$ cat config.mk
export PLATFORM = sky130hd
export DESIGN_NAME = clk_div_cfg
export DESIGN_NICKNAME = d
export VERILOG_FILES = /design/src/clk_cfg_pkg.sv /design/src/bit_sync.sv /design/src/strap_decode.sv /design/src/clk_div_cfg.sv
export SDC_FILE = /design/constraint.sdc
export NUM_CORES = 1
export LEC_CHECK = 0
export BUFFER_PORTS_ARGS = -buffer_cell sky130_fd_sc_hd__buf_4
export CORE_UTILIZATION = 40
export DETAILED_ROUTE_END_ITERATION = 6
export GPL_ROUTABILITY_DRIVEN = 0
export GPL_TIMING_DRIVEN = 0
export PLACE_DENSITY_LB_ADDON = 0.1
export SYNTH_ARGS = -nofsm -noshare
export SYNTH_HDL_FRONTEND = slang
export SYNTH_SLANG_ARGS = --single-unit
$ cat constraint.sdc
create_clock -name mclk_i -period 2.6 [get_ports mclk_i]
set_clock_uncertainty 0.2 [all_clocks]
set_input_delay 0.52 -clock mclk_i [delete_from_list [all_inputs] [get_ports mclk_i]]
set_output_delay 0.52 -clock mclk_i [all_outputs]
set_load 0.01 [all_outputs]
$ cat src/clk_cfg_pkg.sv
// Constants shared by the clock divider configuration logic
package clk_cfg_pkg;

    localparam int unsigned MCLK_MHZ = 250;
    localparam int unsigned REF_MHZ = 25;
    localparam int unsigned PRESCALE = 1;
    localparam int unsigned STRAP_SETTLE_CYC = 3;

    localparam int unsigned FB_W = 11;
    localparam int unsigned OUT_W = 7;
    localparam int unsigned STRAP_W = 4;
    localparam int unsigned REF_OUTS = 2;
    localparam int unsigned DDR_OUTS = 4;

    // Register byte offsets
    localparam logic [7:0] CTRL_OFS = 8'h00;
    localparam logic [7:0] FB_DIV_OFS = 8'h04;
    localparam logic [7:0] OUT_DIV_OFS = 8'h08;
    localparam logic [7:0] OUT_DIS_OFS = 8'h0C;
    localparam logic [7:0] STATUS_OFS = 8'h10;

    // Field positions
    localparam int unsigned CTRL_MARGIN_BIT = 0;
    localparam int unsigned CTRL_SPREAD_BIT = 1;
    localparam int unsigned SYS_DIV_LSB = 0;
    localparam int unsigned DDR_DIV_LSB = 8;
    localparam int unsigned REF_DIS_LSB = 0;
    localparam int unsigned DDR_DIS_LSB = 2;
    localparam int unsigned ST_STRAP_LSB = 0;
    localparam int unsigned ST_REF_EN_LSB = 4;
    localparam int unsigned ST_DDR_EN_LSB = 6;
    localparam int unsigned ST_MARGIN_ACT_BIT = 10;

    // Strap-derived defaults: VCO at 25 MHz times 80, feedback fixed, output divider per choice
    localparam logic [FB_W-1:0] FB_DIV_DEF = 11'h050;
    localparam logic [OUT_W-1:0] DIV_66M = 7'h1E;
    localparam logic [OUT_W-1:0] DIV_100M = 7'h14;
    localparam logic [OUT_W-1:0] DIV_125M = 7'h10;
    localparam logic [OUT_W-1:0] DIV_133M = 7'h0F;

    // Control and disable reset values
    localparam logic CTRL_MARGIN_RST = 1'b0;
    localparam logic CTRL_SPREAD_RST = 1'b0;
    localparam logic [REF_OUTS-1:0] REF_DIS_RST = 2'h0;
    localparam logic [DDR_OUTS-1:0] DDR_DIS_RST = 4'h0;

    localparam logic [1:0] HTRANS_NONSEQ = 2'h2;

endpackage

$ cat src/bit_sync.sv
// Two-stage synchroniser for a group of pin inputs
`timescale 1ns/1ps
`default_nettype none
module bit_sync
#(
    parameter int unsigned WIDTH = 1
)
(
    input wire logic mclk_i,              // Core clock
    input wire logic rst_n_i,             // Async reset, active low
    input wire logic [WIDTH-1:0] async_i, // Pin levels
    output logic [WIDTH-1:0] sync_o       // Synchronised levels
);

    logic [WIDTH-1:0] meta_q;
    logic [WIDTH-1:0] sync_q;

    genvar g;
    generate
        for (g = 0; g < WIDTH; g++)
        begin : g_bit
            always_ff @(posedge mclk_i or negedge rst_n_i)
            begin
                if (!rst_n_i)
                begin
                    meta_q[g] <= 1'b0;
                    sync_q[g] <= 1'b0;
                end
                else
                begin
                    meta_q[g] <= async_i[g];
                    sync_q[g] <= meta_q[g];
                end
            end
        end
    endgenerate

    assign sync_o = sync_q;

endmodule
`default_nettype wire

$ cat src/strap_decode.sv
// Strap code to default output divider decode
`timescale 1ns/1ps
`default_nettype none
module strap_decode
    import clk_cfg_pkg::*;
(
    input wire logic [STRAP_W-1:0] freq_strap_code_i, // Captured strap code
    output logic [OUT_W-1:0] sys_div_o,               // System clock divider default
    output logic [OUT_W-1:0] ddr_div_o                // DDR clock divider default
);

    function automatic logic [OUT_W-1:0] pick_div(input logic [1:0] sel);
        logic [OUT_W-1:0] d;
        d = DIV_66M;
        case (sel)
            2'h0: d = DIV_66M;
            2'h1: d = DIV_100M;
            2'h2: d = DIV_125M;
            2'h3: d = DIV_133M;
            default: d = DIV_66M;
        endcase
        return d;
    endfunction

    assign sys_div_o = pick_div(freq_strap_code_i[3:2]);
    assign ddr_div_o = pick_div(freq_strap_code_i[1:0]);

endmodule
`default_nettype wire

$ cat src/clk_div_cfg.sv
// Divider and output-enable configuration with AHB-Lite register access
`timescale 1ns/1ps
`default_nettype none
module clk_div_cfg
    import clk_cfg_pkg::*;
(
    input wire logic mclk_i,                         // Core clock, 250 MHz
    input wire logic rst_n_i,                        // Async reset, active low
    // AHB-Lite slave
    input wire logic hsel_i,                         // Slave select
    input wire logic [31:0] haddr_i,                 // Address
    input wire logic [1:0] htrans_i,                 // Transfer type
    input wire logic hwrite_i,                       // Write strobe
    input wire logic [2:0] hsize_i,                  // Transfer size
    input wire logic [31:0] hwdata_i,                // Write data
    input wire logic hready_i,                       // Bus ready
    output logic [31:0] hrdata_o,                    // Read data
    output logic hreadyout_o,                        // Slave ready
    output logic hresp_o,                            // Response, always OKAY
    // Pins
    input wire logic [STRAP_W-1:0] freq_strap_code_i, // Frequency strap pins
    input wire logic hard_reset_input_i,             // Hard reset pin, active high
    input wire logic ref_output_enable_pin_i,        // Reference outputs enable pin
    input wire logic ddr_output_enable_pin_i,        // DDR outputs enable pin
    // Configuration to the PLL
    output logic [FB_W-1:0] fb_div_o,                // Feedback divider
    output logic [OUT_W-1:0] sys_div_o,              // System clock output divider
    output logic [OUT_W-1:0] ddr_div_o,              // DDR clock output divider
    output logic spread_en_o,                        // Spread spectrum enable
    output logic [REF_OUTS-1:0] ref_out_en_o,        // Reference output enables
    output logic [DDR_OUTS-1:0] ddr_out_en_o         // DDR output enables
);

    // Pin synchronisation
    logic [STRAP_W+2:0] pins_sync;
    logic [STRAP_W-1:0] strap_sync;
    logic hard_rst_sync;
    logic ref_pin_sync;
    logic ddr_pin_sync;

    bit_sync #(.WIDTH(STRAP_W + 3)) u_pin_sync (
        .mclk_i(mclk_i),
        .rst_n_i(rst_n_i),
        .async_i({ddr_output_enable_pin_i, ref_output_enable_pin_i,
                  hard_reset_input_i, freq_strap_code_i}),
        .sync_o(pins_sync)
    );

    assign strap_sync = pins_sync[STRAP_W-1:0];
    assign hard_rst_sync = pins_sync[STRAP_W];
    assign ref_pin_sync = pins_sync[STRAP_W+1];
    assign ddr_pin_sync = pins_sync[STRAP_W+2];

    // Strap load sequencing
    logic [1:0] settle_q;
    logic [1:0] settle_d;
    logic powered_q;
    logic load;
    logic [STRAP_W-1:0] strap_q;
    logic [OUT_W-1:0] sys_def;
    logic [OUT_W-1:0] ddr_def;
    logic [OUT_W-1:0] sys_load;
    logic [OUT_W-1:0] ddr_load;

    // Wait for the synchronisers to fill before the power-up load
    assign settle_d = (settle_q == 2'(STRAP_SETTLE_CYC)) ? settle_q : settle_q + 2'h1;
    // Loading repeats while the hard reset pin is held, so release leaves the last sample
    assign load = (!powered_q && settle_q == 2'(STRAP_SETTLE_CYC)) || hard_rst_sync;

    always_ff @(posedge mclk_i or negedge rst_n_i)
    begin
        if (!rst_n_i)
        begin
            settle_q <= 2'h0;
            powered_q <= 1'b0;
        end
        else
        begin
            settle_q <= settle_d;
            powered_q <= powered_q || (settle_q == 2'(STRAP_SETTLE_CYC));
        end
    end

    always_ff @(posedge mclk_i or negedge rst_n_i)
    begin
        if (!rst_n_i)
            strap_q <= '0;
        else if (load)
            strap_q <= strap_sync;
    end

    // Defaults follow the strap code captured at the last load
    strap_decode u_strap_decode (
        .freq_strap_code_i(strap_q),
        .sys_div_o(sys_def),
        .ddr_div_o(ddr_def)
    );

    // The load edge decodes the straps it captures, so no stale default slips through
    strap_decode u_load_decode (
        .freq_strap_code_i(strap_sync),
        .sys_div_o(sys_load),
        .ddr_div_o(ddr_load)
    );

    // AHB-Lite address phase capture
    logic addr_ok;
    logic wr_q;
    logic rd_q;
    logic [7:0] addr_q;
    logic rd_wait_q;

    // SEQ is taken like NONSEQ; hsize is not decoded since every register is one whole word
    assign addr_ok = hsel_i && hready_i && (htrans_i == HTRANS_NONSEQ || htrans_i == 2'h3);

    always_ff @(posedge mclk_i or negedge rst_n_i)
    begin
        if (!rst_n_i)
        begin
            wr_q <= 1'b0;
            rd_q <= 1'b0;
            addr_q <= 8'h00;
        end
        else if (hready_i)
        begin
            wr_q <= addr_ok && hwrite_i;
            rd_q <= addr_ok && !hwrite_i;
            addr_q <= haddr_i[7:0];
        end
    end

    // Reads take one wait state so that read data come from a flop
    always_ff @(posedge mclk_i or negedge rst_n_i)
    begin
        if (!rst_n_i)
            rd_wait_q <= 1'b0;
        else
            rd_wait_q <= rd_q && !rd_wait_q;
    end

    assign hreadyout_o = !(rd_q && !rd_wait_q);
    assign hresp_o = 1'b0;

    // Write decode
    logic wr_ctrl;
    logic wr_fb;
    logic wr_out;
    logic wr_dis;

    assign wr_ctrl = wr_q && addr_q == CTRL_OFS;
    assign wr_fb = wr_q && addr_q == FB_DIV_OFS;
    assign wr_out = wr_q && addr_q == OUT_DIV_OFS;
    assign wr_dis = wr_q && addr_q == OUT_DIS_OFS;

    // Control register
    logic margin_q;
    logic spread_q;

    always_ff @(posedge mclk_i or negedge rst_n_i)
    begin
        if (!rst_n_i)
        begin
            margin_q <= CTRL_MARGIN_RST;
            spread_q <= CTRL_SPREAD_RST;
        end
        else if (load)
        begin
            margin_q <= CTRL_MARGIN_RST;
            spread_q <= CTRL_SPREAD_RST;
        end
        else if (wr_ctrl)
        begin
            margin_q <= hwdata_i[CTRL_MARGIN_BIT];
            spread_q <= hwdata_i[CTRL_SPREAD_BIT];
        end
    end

    // Divider registers
    logic fb_take;
    logic out_take;
    logic [FB_W-1:0] fb_q;
    logic [FB_W-1:0] fb_d;
    logic [OUT_W-1:0] sys_q;
    logic [OUT_W-1:0] sys_d;
    logic [OUT_W-1:0] ddr_q;
    logic [OUT_W-1:0] ddr_d;

    // Spread blocks only the feedback divider; output dividers stay programmable
    assign fb_take = wr_fb && margin_q && !spread_q;
    assign out_take = wr_out && margin_q;
    // The values written are used as raw ratios; even values 10..126 are the host's burden
    assign fb_d = !margin_q ? FB_DIV_DEF
                : fb_take ? hwdata_i[FB_W-1:0] : fb_q;
    assign sys_d = !margin_q ? sys_def
                 : out_take ? hwdata_i[SYS_DIV_LSB +: OUT_W] : sys_q;
    assign ddr_d = !margin_q ? ddr_def
                 : out_take ? hwdata_i[DDR_DIV_LSB +: OUT_W] : ddr_q;

    always_ff @(posedge mclk_i or negedge rst_n_i)
    begin
        if (!rst_n_i)
        begin
            fb_q <= FB_DIV_DEF;
            sys_q <= DIV_66M;
            ddr_q <= DIV_66M;
        end
        else if (load)
        begin
            fb_q <= FB_DIV_DEF;
            sys_q <= sys_load;
            ddr_q <= ddr_load;
        end
        else
        begin
            fb_q <= fb_d;
            sys_q <= sys_d;
            ddr_q <= ddr_d;
        end
    end

    // Output disable register
    logic [REF_OUTS-1:0] ref_dis_q;
    logic [DDR_OUTS-1:0] ddr_dis_q;

    always_ff @(posedge mclk_i or negedge rst_n_i)
    begin
        if (!rst_n_i)
        begin
            ref_dis_q <= REF_DIS_RST;
            ddr_dis_q <= DDR_DIS_RST;
        end
        else if (load)
        begin
            ref_dis_q <= REF_DIS_RST;
            ddr_dis_q <= DDR_DIS_RST;
        end
        else if (wr_dis)
        begin
            // Taken in any margin or spread state
            ref_dis_q <= hwdata_i[REF_DIS_LSB +: REF_OUTS];
            ddr_dis_q <= hwdata_i[DDR_DIS_LSB +: DDR_OUTS];
        end
    end

    // Output enables: pin low wins, software can only remove an output
    logic [REF_OUTS-1:0] ref_en_d;
    logic [DDR_OUTS-1:0] ddr_en_d;
    logic [REF_OUTS-1:0] ref_en_q;
    logic [DDR_OUTS-1:0] ddr_en_q;

    assign ref_en_d = {REF_OUTS{ref_pin_sync}} & ~ref_dis_q;
    assign ddr_en_d = {DDR_OUTS{ddr_pin_sync}} & ~ddr_dis_q;

    always_ff @(posedge mclk_i or negedge rst_n_i)
    begin
        if (!rst_n_i)
        begin
            ref_en_q <= '0;
            ddr_en_q <= '0;
        end
        else
        begin
            ref_en_q <= ref_en_d;
            ddr_en_q <= ddr_en_d;
        end
    end

    // Read mux
    logic [31:0] rd_mux;
    logic [31:0] status_word;
    logic [31:0] hrdata_q;

    // Margin counts as active only with spread off
    assign status_word = {21'h0, margin_q && !spread_q, ddr_en_q, ref_en_q, strap_q};
    assign rd_mux = (addr_q == CTRL_OFS) ? {30'h0, spread_q, margin_q}
                  : (addr_q == FB_DIV_OFS) ? {21'h0, fb_q}
                  : (addr_q == OUT_DIV_OFS) ? {17'h0, ddr_q, 1'b0, sys_q}
                  : (addr_q == OUT_DIS_OFS) ? {26'h0, ddr_dis_q, ref_dis_q}
                  : (addr_q == STATUS_OFS) ? status_word
                  : 32'h0;

    always_ff @(posedge mclk_i or negedge rst_n_i)
    begin
        if (!rst_n_i)
            hrdata_q <= 32'h0;
        else if (rd_q && !rd_wait_q)
            hrdata_q <= rd_mux;
    end

    assign hrdata_o = hrdata_q;

    // PLL-facing outputs come straight from flops
    assign fb_div_o = fb_q;
    assign sys_div_o = sys_q;
    assign ddr_div_o = ddr_q;
    assign spread_en_o = spread_q;
    assign ref_out_en_o = ref_en_q;
    assign ddr_out_en_o = ddr_en_q;

endmodule
`default_nettype wire

# Word-level counts from Yosys, hierarchy flattened
# Index checks and enable logic that the tools add are counted.
[totals]
reg_bits = 103
out_inout_bits = 66
input_bits = 81
word_cells = 112
[classes]
n_reduce_logical = 29
mux = 26
n_eq_ne = 21
bitwise_logic = 4
add_sub_neg = 1
[ops]
columns = ["cell", "count"]
rows = [
  ["$pmux 7 s4", 4],
  ["$mux 11", 5],
  ["$mux 15", 3],
  ["$mux 7", 6],
  ["$eq 2x2->1 const B", 11],
  ["$eq 8x4->1 const B", 2],
  ["$logic_and 1x1->1", 14],
  ["$eq 2x1->1 const B", 4],
  ["$eq 8x3->1 const B", 1],
  ["$eq 8x5->1 const B", 1],
  ["$logic_not 2->1", 4],
  ["$logic_not 8->1", 1],
  ["$mux 4", 2],
  ["$ne 3x2->1 const B", 2],
  ["$logic_not 1->1", 5],
  ["$and 4x4->4", 1],
  ["$mux 1", 4],
  ["$mux 2", 2],
  ["$not 4->4", 1],
  ["$reduce_bool 2->1", 2],
  ["$logic_or 1x1->1", 3],
  ["$add 2x1->2 const B", 1],
  ["$and 2x2->2", 1],
  ["$not 2->2", 1],
]

# Longest topological paths before layout
# Gate-level depths: netlist of run 1.
[logic_depth]
depth_word = 7
depth_mapped = 6
ltp_nobuf = 6

# Cells and area by module
# From an unflattened synthesis of run 1, not the netlist that was laid out.
[hier_totals]
hier_cells = 385
area_unflattened_um2 = 4357.9
[modules_own_cells]
columns = ["mod", "seq_area_each_um2", "n_inst", "area_each_um2", "cells_each"]
rows = [
  ["clk_div_cfg", 1814.2, 1, 3714.8, 333],
  ["bit_sync", 350.3, 1, 350.3, 14],
  ["strap_decode", 0.0, 2, 146.4, 19],
]

# Worst setup path before layout of run 1
# Ideal clock, no wire load.
[synth_timing]
path_kind = "flip-flop to flip-flop"
start = "register addr_q[5]"
end = "register ddr_q[0] (netlist: ddr_div_o[0])"
n_path_buf = 1
setup_ps = 125
period_less_slack_ps = 2215
stages_incl_launch_ff = 6
t_arrival_ps = 1890
path_slack_ps = 385
t_required_ps = 2275
cell_sequence = "dfrtp_1 -> or4_4 -> nor3_4 -> or2_1 -> buf_6 -> mux2_4"
[synth_via]
elab_chain_cells = 4
[synth_lines]
columns = ["element", "line", "source"]
rows = [
  ["start: declaration", "clk_div_cfg.sv:110", "logic [7:0] addr_q;"],
  ["start signal: assignment", "clk_div_cfg.sv:128", "addr_q <= haddr_i[7:0];"],
  ["$eq 8x4->1", "clk_div_cfg.sv:152", "assign wr_out = wr_q && addr_q == OUT_DIV_OFS;"],
  ["$logic_and 1x1->1", "clk_div_cfg.sv:152", ""],
  ["$logic_and 1x1->1", "clk_div_cfg.sv:190", "assign out_take = wr_out && margin_q;"],
  ["$ne 3x2->1 (no source line)", "n/a", ""],
  ["end signal: assignment", "clk_div_cfg.sv:211", "ddr_q <= ddr_load;"],
  ["end signal: assignment", "clk_div_cfg.sv:217", "ddr_q <= ddr_d;"],
  ["end: declaration", "clk_div_cfg.sv:185", "logic [OUT_W-1:0] ddr_q;"],
]
# No other way between the ends.
# A chain may end at the register's enable or synchronous reset.

# Worst setup path in the final report of run 1
[layout_timing]
start = "register addr_q[5]"
end = "register sys_q[0] (netlist: sys_div_o[0])"
[layout_via]
elab_chain_cells = 4
[layout_lines]
columns = ["element", "line", "source"]
rows = [
  ["$eq 8x4->1", "clk_div_cfg.sv:152", ""],
  ["$logic_and 1x1->1", "clk_div_cfg.sv:152", ""],
  ["$logic_and 1x1->1", "clk_div_cfg.sv:190", ""],
  ["$ne 3x2->1 (no source line)", "n/a", ""],
  ["end signal: assignment", "clk_div_cfg.sv:210", "sys_q <= sys_load;"],
  ["end signal: assignment", "clk_div_cfg.sv:216", "sys_q <= sys_d;"],
  ["end: declaration", "clk_div_cfg.sv:183", "logic [OUT_W-1:0] sys_q;"],
]
# No other way between the ends.

==> results of run 1 <==
[power by group through the flow]
stage               clock network [mW]  registers (mW)  logic (mW)
floorplan                            0            1.48       0.209
global placement                     0            1.49       0.376
detailed placement                   0            1.49       0.381
CTS                               1.06            1.47       0.382
global route                      1.11            1.48       0.425
finish                            1.03            1.47       0.380
[cell type report]
| type | count | area (sq um) |
|---|---|---|
| timing repair buffer | 83 | 623 |
| tap | 133 | 166 |
| buffer | 42 | 258 |
| clock buffer | 10 | 138 |
| multi-input combinational | 235 | 1680 |
| clock inverter | 6 | 85.1 |
| fill | 917 | 4660 |
| inverter | 12 | 45.0 |
| sequential | 86 | 2160 |
[worst paths after layout]
check	from	end	slack, ns	cells past startpoint
max	addr_q[5]	sys_div_o[0]	0.13	5
min	freq_strap_code_i[0]	u_pin_sync.meta_q[0]	0.07	1
max reg2reg	addr_q[5]	sys_div_o[0]	0.13	5
min reg2reg	u_pin_sync.meta_q[5]	u_pin_sync.sync_o[5]	0.15	0
max in group asynchronous	rst_n_i	fb_div_o[2]	1.36	1
min in group asynchronous	rst_n_i	u_pin_sync.meta_q[6]	0.17	1
[worst max-delay path, stage by stage (launching register included)]
cell and delay [ns]:
dfrtp_1 0.40, or4_4 0.59, nor3_4 0.51, or2_1 0.19
buf_6 0.17, mux2_4 0.30
[cell usage in the layout, fill, tap and decap left out, types with 6 or more instances in the layout]
cell type	n
buf_4	107
dfrtp_1	76
mux2i_1	32
nor2_1	28
a21oi_1	19
conb_1	18
nand2_1	17
clkbuf_1	13
ha_1	13
inv_1	12
mux2_2	12
nor2b_1	11
clkbuf_8	10
dfstp_2	10
o21ai_0	7
nor3_1	7
mux2_4	6
nand3_1	6
a31oi_1	6
[stage by stage]
step	hold WS (ns)	std cells	setup slack (ns)	cell area [sq um]	total power [mW]
6_report	0.0685	607	0.134	5160	2.88
5_1_grt	0.0413	607	0.0235	5160	3.01
4_1_cts	0.0538	608	0.0270	5160	2.91
3_5_place_dp	0.136	592	0.0972	4940	1.87
3_3_place_gp	0.133	592	0.106	4940	1.87
2_1_floorplan	0.0244	376	0.385	4150	1.69
[cells by family (layout without fill, tap and decap cells)]
logic type      count (synthesis)  count (layout)  share of synthesized area, %
fa+ha+maj                      13              13                          3.98
xor+xnor                        1               1                         0.214
mux                            50              50                          13.3
other cells                     1              18                        0.0917
compound gates                 64              64                          10.4
simple gates                   89              89                          11.5
buf+inv                        55             153                          7.47
flops                          86              86                          53.0
[sequential cells by signal, summed over array words and instances (netlist names), 7 cells and up]
register	flops
addr_q	8
ddr_div_o	7
fb_div_o	11
hrdata_o	15
sys_div_o	7
u_pin_sync.meta_q	7
u_pin_sync.sync_o	7
[what timing repair did]
item                                    CTS  global route
endpoints found under the setup margin    1             1
resized for setup                         1             0
pin swaps                                 0             0
[per-layer routing]
layer | track usage [%] | share of wire, %
met5 | 0 | 0
met4 | 4.77 | 0.92
met3 | 4.61 | 4.1
met2 | 33.4 | 48
met1 | 26.2 | 47
==> impl_metrics.py, run 1 <==
metrics = {
    "run_status": {
        "status": "completed",
    },
    "synth": {
        "syn_avg_cell_area_sq_um": 11.4,
        "synth_area_sq_um": 4090,
        "ys_top_cells_by_count": "76 x dfrtp_1, 32 x mux2i_1, 28 x nor2_1, 24 x buf_4, 19 x a21oi_1",
        "synth_ff_type": "dfrtp_1",
        "yosysTopAreaCell": "dfrtp_1",
        "synthTopCellsByArea": "dfrtp_1 47%, mux2i_1 7.8%, dfstp_2 6.4%, buf_4 4.4%, ha_1 4.0%",
        "synth_top_area_share_pct": 46.5,
        "yosys_register_bits": 86,
        "synth.most_common_cell": "dfrtp_1",
        "synth_edf_count": 0,
        "syn_inst": 359,
        "seq_area_frac_synth_pct": 53.0,
        "synth_cell_type_count": 47,
        "yosys_warnings": 0,
        "async_reset_ff_share_pct": 100,
    },
    "clocking": {
        "cts_buffers": 9,
        "clock_tree.root_cell": "clkbuf_8",
        "clk_latency_ns": 0.36,
        "cts.sinks": 86,
        "htreeDepth": 3,
        "cts_tree": "built",
        "clock_path_buffers": 2,
        "postCtsSetupRepairBufs": 0,
        "hold_buffers": 0,
        "path_clk_slew_ns": 0.08,
    },
    "die": {
        "start_util_pct": 41.6,
        "die_area_sq_um": 10600,
        "rows": 36,
        "die_w_um": 103,
        "die_h_um": 103,
        "num_io_pins": 147,
        "core_area_sq_um": 9820,
    },
    "routing": {
        "firstDrtPassIters": 4,
        "vias": 2957,
        "routed_wl_um": 9960,
        "wl_per_cell_um": 16.4,
        "via_per_inst": 4.87,
        "drtAntennaViolNets": 0,
        "drc": 0,
        "drtIter0Drc": 76,
    },
    "grt": {
        "antenna_found_initial": 0,
        "grt_pass1_vias": 2894,
        "grt_pass1_wl_um": 15400,
        "grt_use_total_pct": 19.9,
        "grt_max_degree": 87,
        "overflow": 0,
    },
    "timing": {
        "worstMarginPinSlew_ns": 1.06,
        "final.setup.tns_ns": 0,
        "finalCriticalPeriod_ns": 2.47,
        "slew_headroom_pct": 28.6,
        "hold_violations": 0,
        "max_freq_ghz": 0.406,
        "period_share_pct": 94.8,
        "final_max_slew_viol_count": 0,
        "rsz0062_at_grt": "no",
        "setup_viol": 0,
    },
    "power": {
        "p_seq_share_pct": 50.9,
        "powerDensity_nw_per_um2": 558,
        "leakage_nw": 2.51,
        "power.share.combinational_pct": 13.2,
        "internal_power_mw": 2.15,
        "p_sw_mw": 0.730,
        "vdd_drop_max_mv": 0.304,
        "p_clk_share_pct": 35.9,
        "power.share.switching_pct": 25.3,
    },
    "placed_design": {
        "hpwl_um": 7140,
        "numPortBuffers": 83,
    },
    "flow_run": {
        "drv_cap": 0,
    },
    "worst_setup_path": {
        "path_max_fanout": 10,
        "cp.required_ns": 2.64,
        "cp.arrival_ns": 2.51,
        "worstSetupStartpointType": "register",
        "worstSetupEndpointType": "register",
        "criticalPathCategory": "register to register",
    },
    "cells_and_area": {
        "antennaDiodeCount": 0,
        "fin_util_pct": 52.6,
        "syn2layout_area_growth_pct": 26.3,
        "nets": 563,
        "drive_above_1_share_pct": 34.2,
    },
    "worst_hold_path": {
        "hp-class": "input pin to register",
    },
}
(Power assumes the default switching activity.)
==> run 2, diff against run 1 <==
Settings changed: CAP_MARGIN from default to 30, PLACE_DENSITY_LB_ADDON 0.1 to 0.08.
==> impl_metrics.py, run 2 (synthesis gave the netlist of run 1 again) <==
metrics = {
    "run_status": {
        "status": "completed",
    },
    "die": {
        "rows": 36,
        "core_area_sq_um": 9820,
        "die_w_um": 103,
        "start_util_pct": 41.6,
        "die_h_um": 103,
        "num_io_pins": 147,
        "die_area_sq_um": 10600,
    },
    "power": {
        "leakage_nw": 2.53,
        "vdd_drop_max_mv": 0.271,
        "power_mw": 2.96,
        "powerDensity_nw_per_um2": 568,
    },
    "clocking": {
        "clock_tree.root_cell": "clkbuf_8",
        "postCtsSetupRepairBufs": 0,
        "clk_latency_ns": 0.36,
        "path_clk_slew_ns": 0.08,
        "cts_tree": "built",
        "htreeDepth": 3,
        "cts.sinks": 86,
        "clock_path_buffers": 2,
        "cts_buffers": 9,
    },
    "placed_design": {
        "numPortBuffers": 83,
        "hpwl_um": 7370,
        "place_area_sq_um": 4970,
        "placed_cells": 593,
        "dp_slack_ns": 0.0963,
    },
    "timing": {
        "max_freq_ghz": 0.401,
        "worstMarginPinSlew_ns": 1.02,
        "period_share_pct": 95.9,
        "slew_headroom_pct": 31.3,
        "rsz0062_at_grt": "no",
        "final.setup.tns_ns": 0,
        "hold_ws_ns": 0.0620,
        "finalCriticalPeriod_ns": 2.49,
        "hold_violations": 0,
        "final_max_slew_viol_count": 0,
        "setup_viol": 0,
        "worst_slack_ns": 0.107,
    },
    "cells_and_area": {
        "nets": 565,
        "final_cells": 608,
        "drive_above_1_share_pct": 33.9,
        "final_cell_mix": "107 x buf_4, 76 x dfrtp_1, 32 x mux2i_1",
        "syn2layout_area_growth_pct": 27.5,
        "fin_util_pct": 53.1,
        "layout_commonest_cell": "buf_4",
        "fillCellCount": 909,
        "antennaDiodeCount": 0,
        "final_area_sq_um": 5210,
        "largest_register_ffs": 15,
    },
    "routing": {
        "drtAntennaViolNets": 0,
        "drtIter0Drc": 103,
        "wl_per_cell_um": 16.4,
        "routed_wl_um": 9960,
        "firstDrtPassIters": 4,
        "drc": 0,
        "via_per_inst": 4.99,
        "vias": 3035,
    },
    "grt": {
        "overflow": 0,
        "antenna_found_initial": 0,
        "grt_max_degree": 56,
        "grt_use_total_pct": 20.4,
        "grt_pass1_vias": 3056,
        "grt_pass1_wl_um": 15800,
    },
    "worst_setup_path": {
        "cp.required_ns": 2.65,
        "cp-startpoint": "addr_q[5]",
        "path_depth": 5,
        "r2r_start": "addr_q[5]",
        "path_max_fanout": 10,
        "cpPeakStageDelay_ns": 0.59,
        "worst_r2r_endpoint": "sys_div_o[0]",
        "worstSetupEndpointType": "register",
        "criticalPathCategory": "register to register",
        "crit_path_end": "sys_div_o[0]",
        "crit_family": "simple AND/OR/NAND/NOR gates",
        "cp_num_buf_inv": 1,
        "cp.arrival_ns": 2.54,
        "worstSetupStartpointType": "register",
        "reg2regPathDepth": 5,
        "critical_path.cell_chain": "or4_4 > nor3_4 > or2_1 > buf_6 > mux2_4",
        "rrSetupSlack_ns": 0.11,
        "cp_slowest_cell": "or4_4",
    },
    "worst_hold_path": {
        "hp-class": "input pin to register",
        "worstHoldStart": "hard_reset_input_i",
    },
    "flow_run": {
        "drv_cap": 0,
    },
}
[run 2: routing by layer]
layer  up-vias  global-route usage, %  routed length (um)  part of all wire [%]
met5         -                      0                   0                     0
met4         0                   6.07                  61                  0.61
met3        10                   4.27                 445                   4.5
met2        82                   34.4                5050                    51
met1      1507                   26.4                4400                    44
li1       1436                      -                   -                     -
[run 2: worst min-delay path by stage]
stage | to | cells past startpoint
final | u_pin_sync.meta_q[4] | 1
after global routing | u_pin_sync.meta_q[2] | 1
after CTS | u_pin_sync.meta_q[4] | 1
after detailed placement | u_pin_sync.sync_o[5] | 0
after global placement | u_pin_sync.sync_o[4] | 0
after floorplan | addr_q[0] | 0
[run 2: what timing repair did]
item	CTS	global route
endpoints found under the hold margin	27	0
endpoints found under the setup margin	1	1
gates resized for setup	0	2
hold buffers	1	0
[run 2: layout make-up]
| cell class | instances | area, sq um | area share, % |
|---|---|---|---|
| Buffer | 42 | 258 | 4.94 |
| Clock buffer | 11 | 141 | 2.71 |
| Clock inverter | 4 | 95.1 | 1.82 |
| Inverter | 12 | 45.0 | 0.864 |
| Multi-Input combinational cell | 235 | 1680 | 32.3 |
| Sequential cell | 86 | 2160 | 41.5 |
| Tap cell | 133 | 166 | 3.19 |
| Timing Repair Buffer | 85 | 661 | 12.7 |
[run 2: where the power goes]
part / switching (mW) / leakage (nW) / internal, mW
Combinational: 0.199 / 1.34 / 0.187
Sequential: 0.0603 / 1.08 / 1.41
Clock: 0.448 / 0.119 / 0.658
Total: 0.707 / 2.53 / 2.25
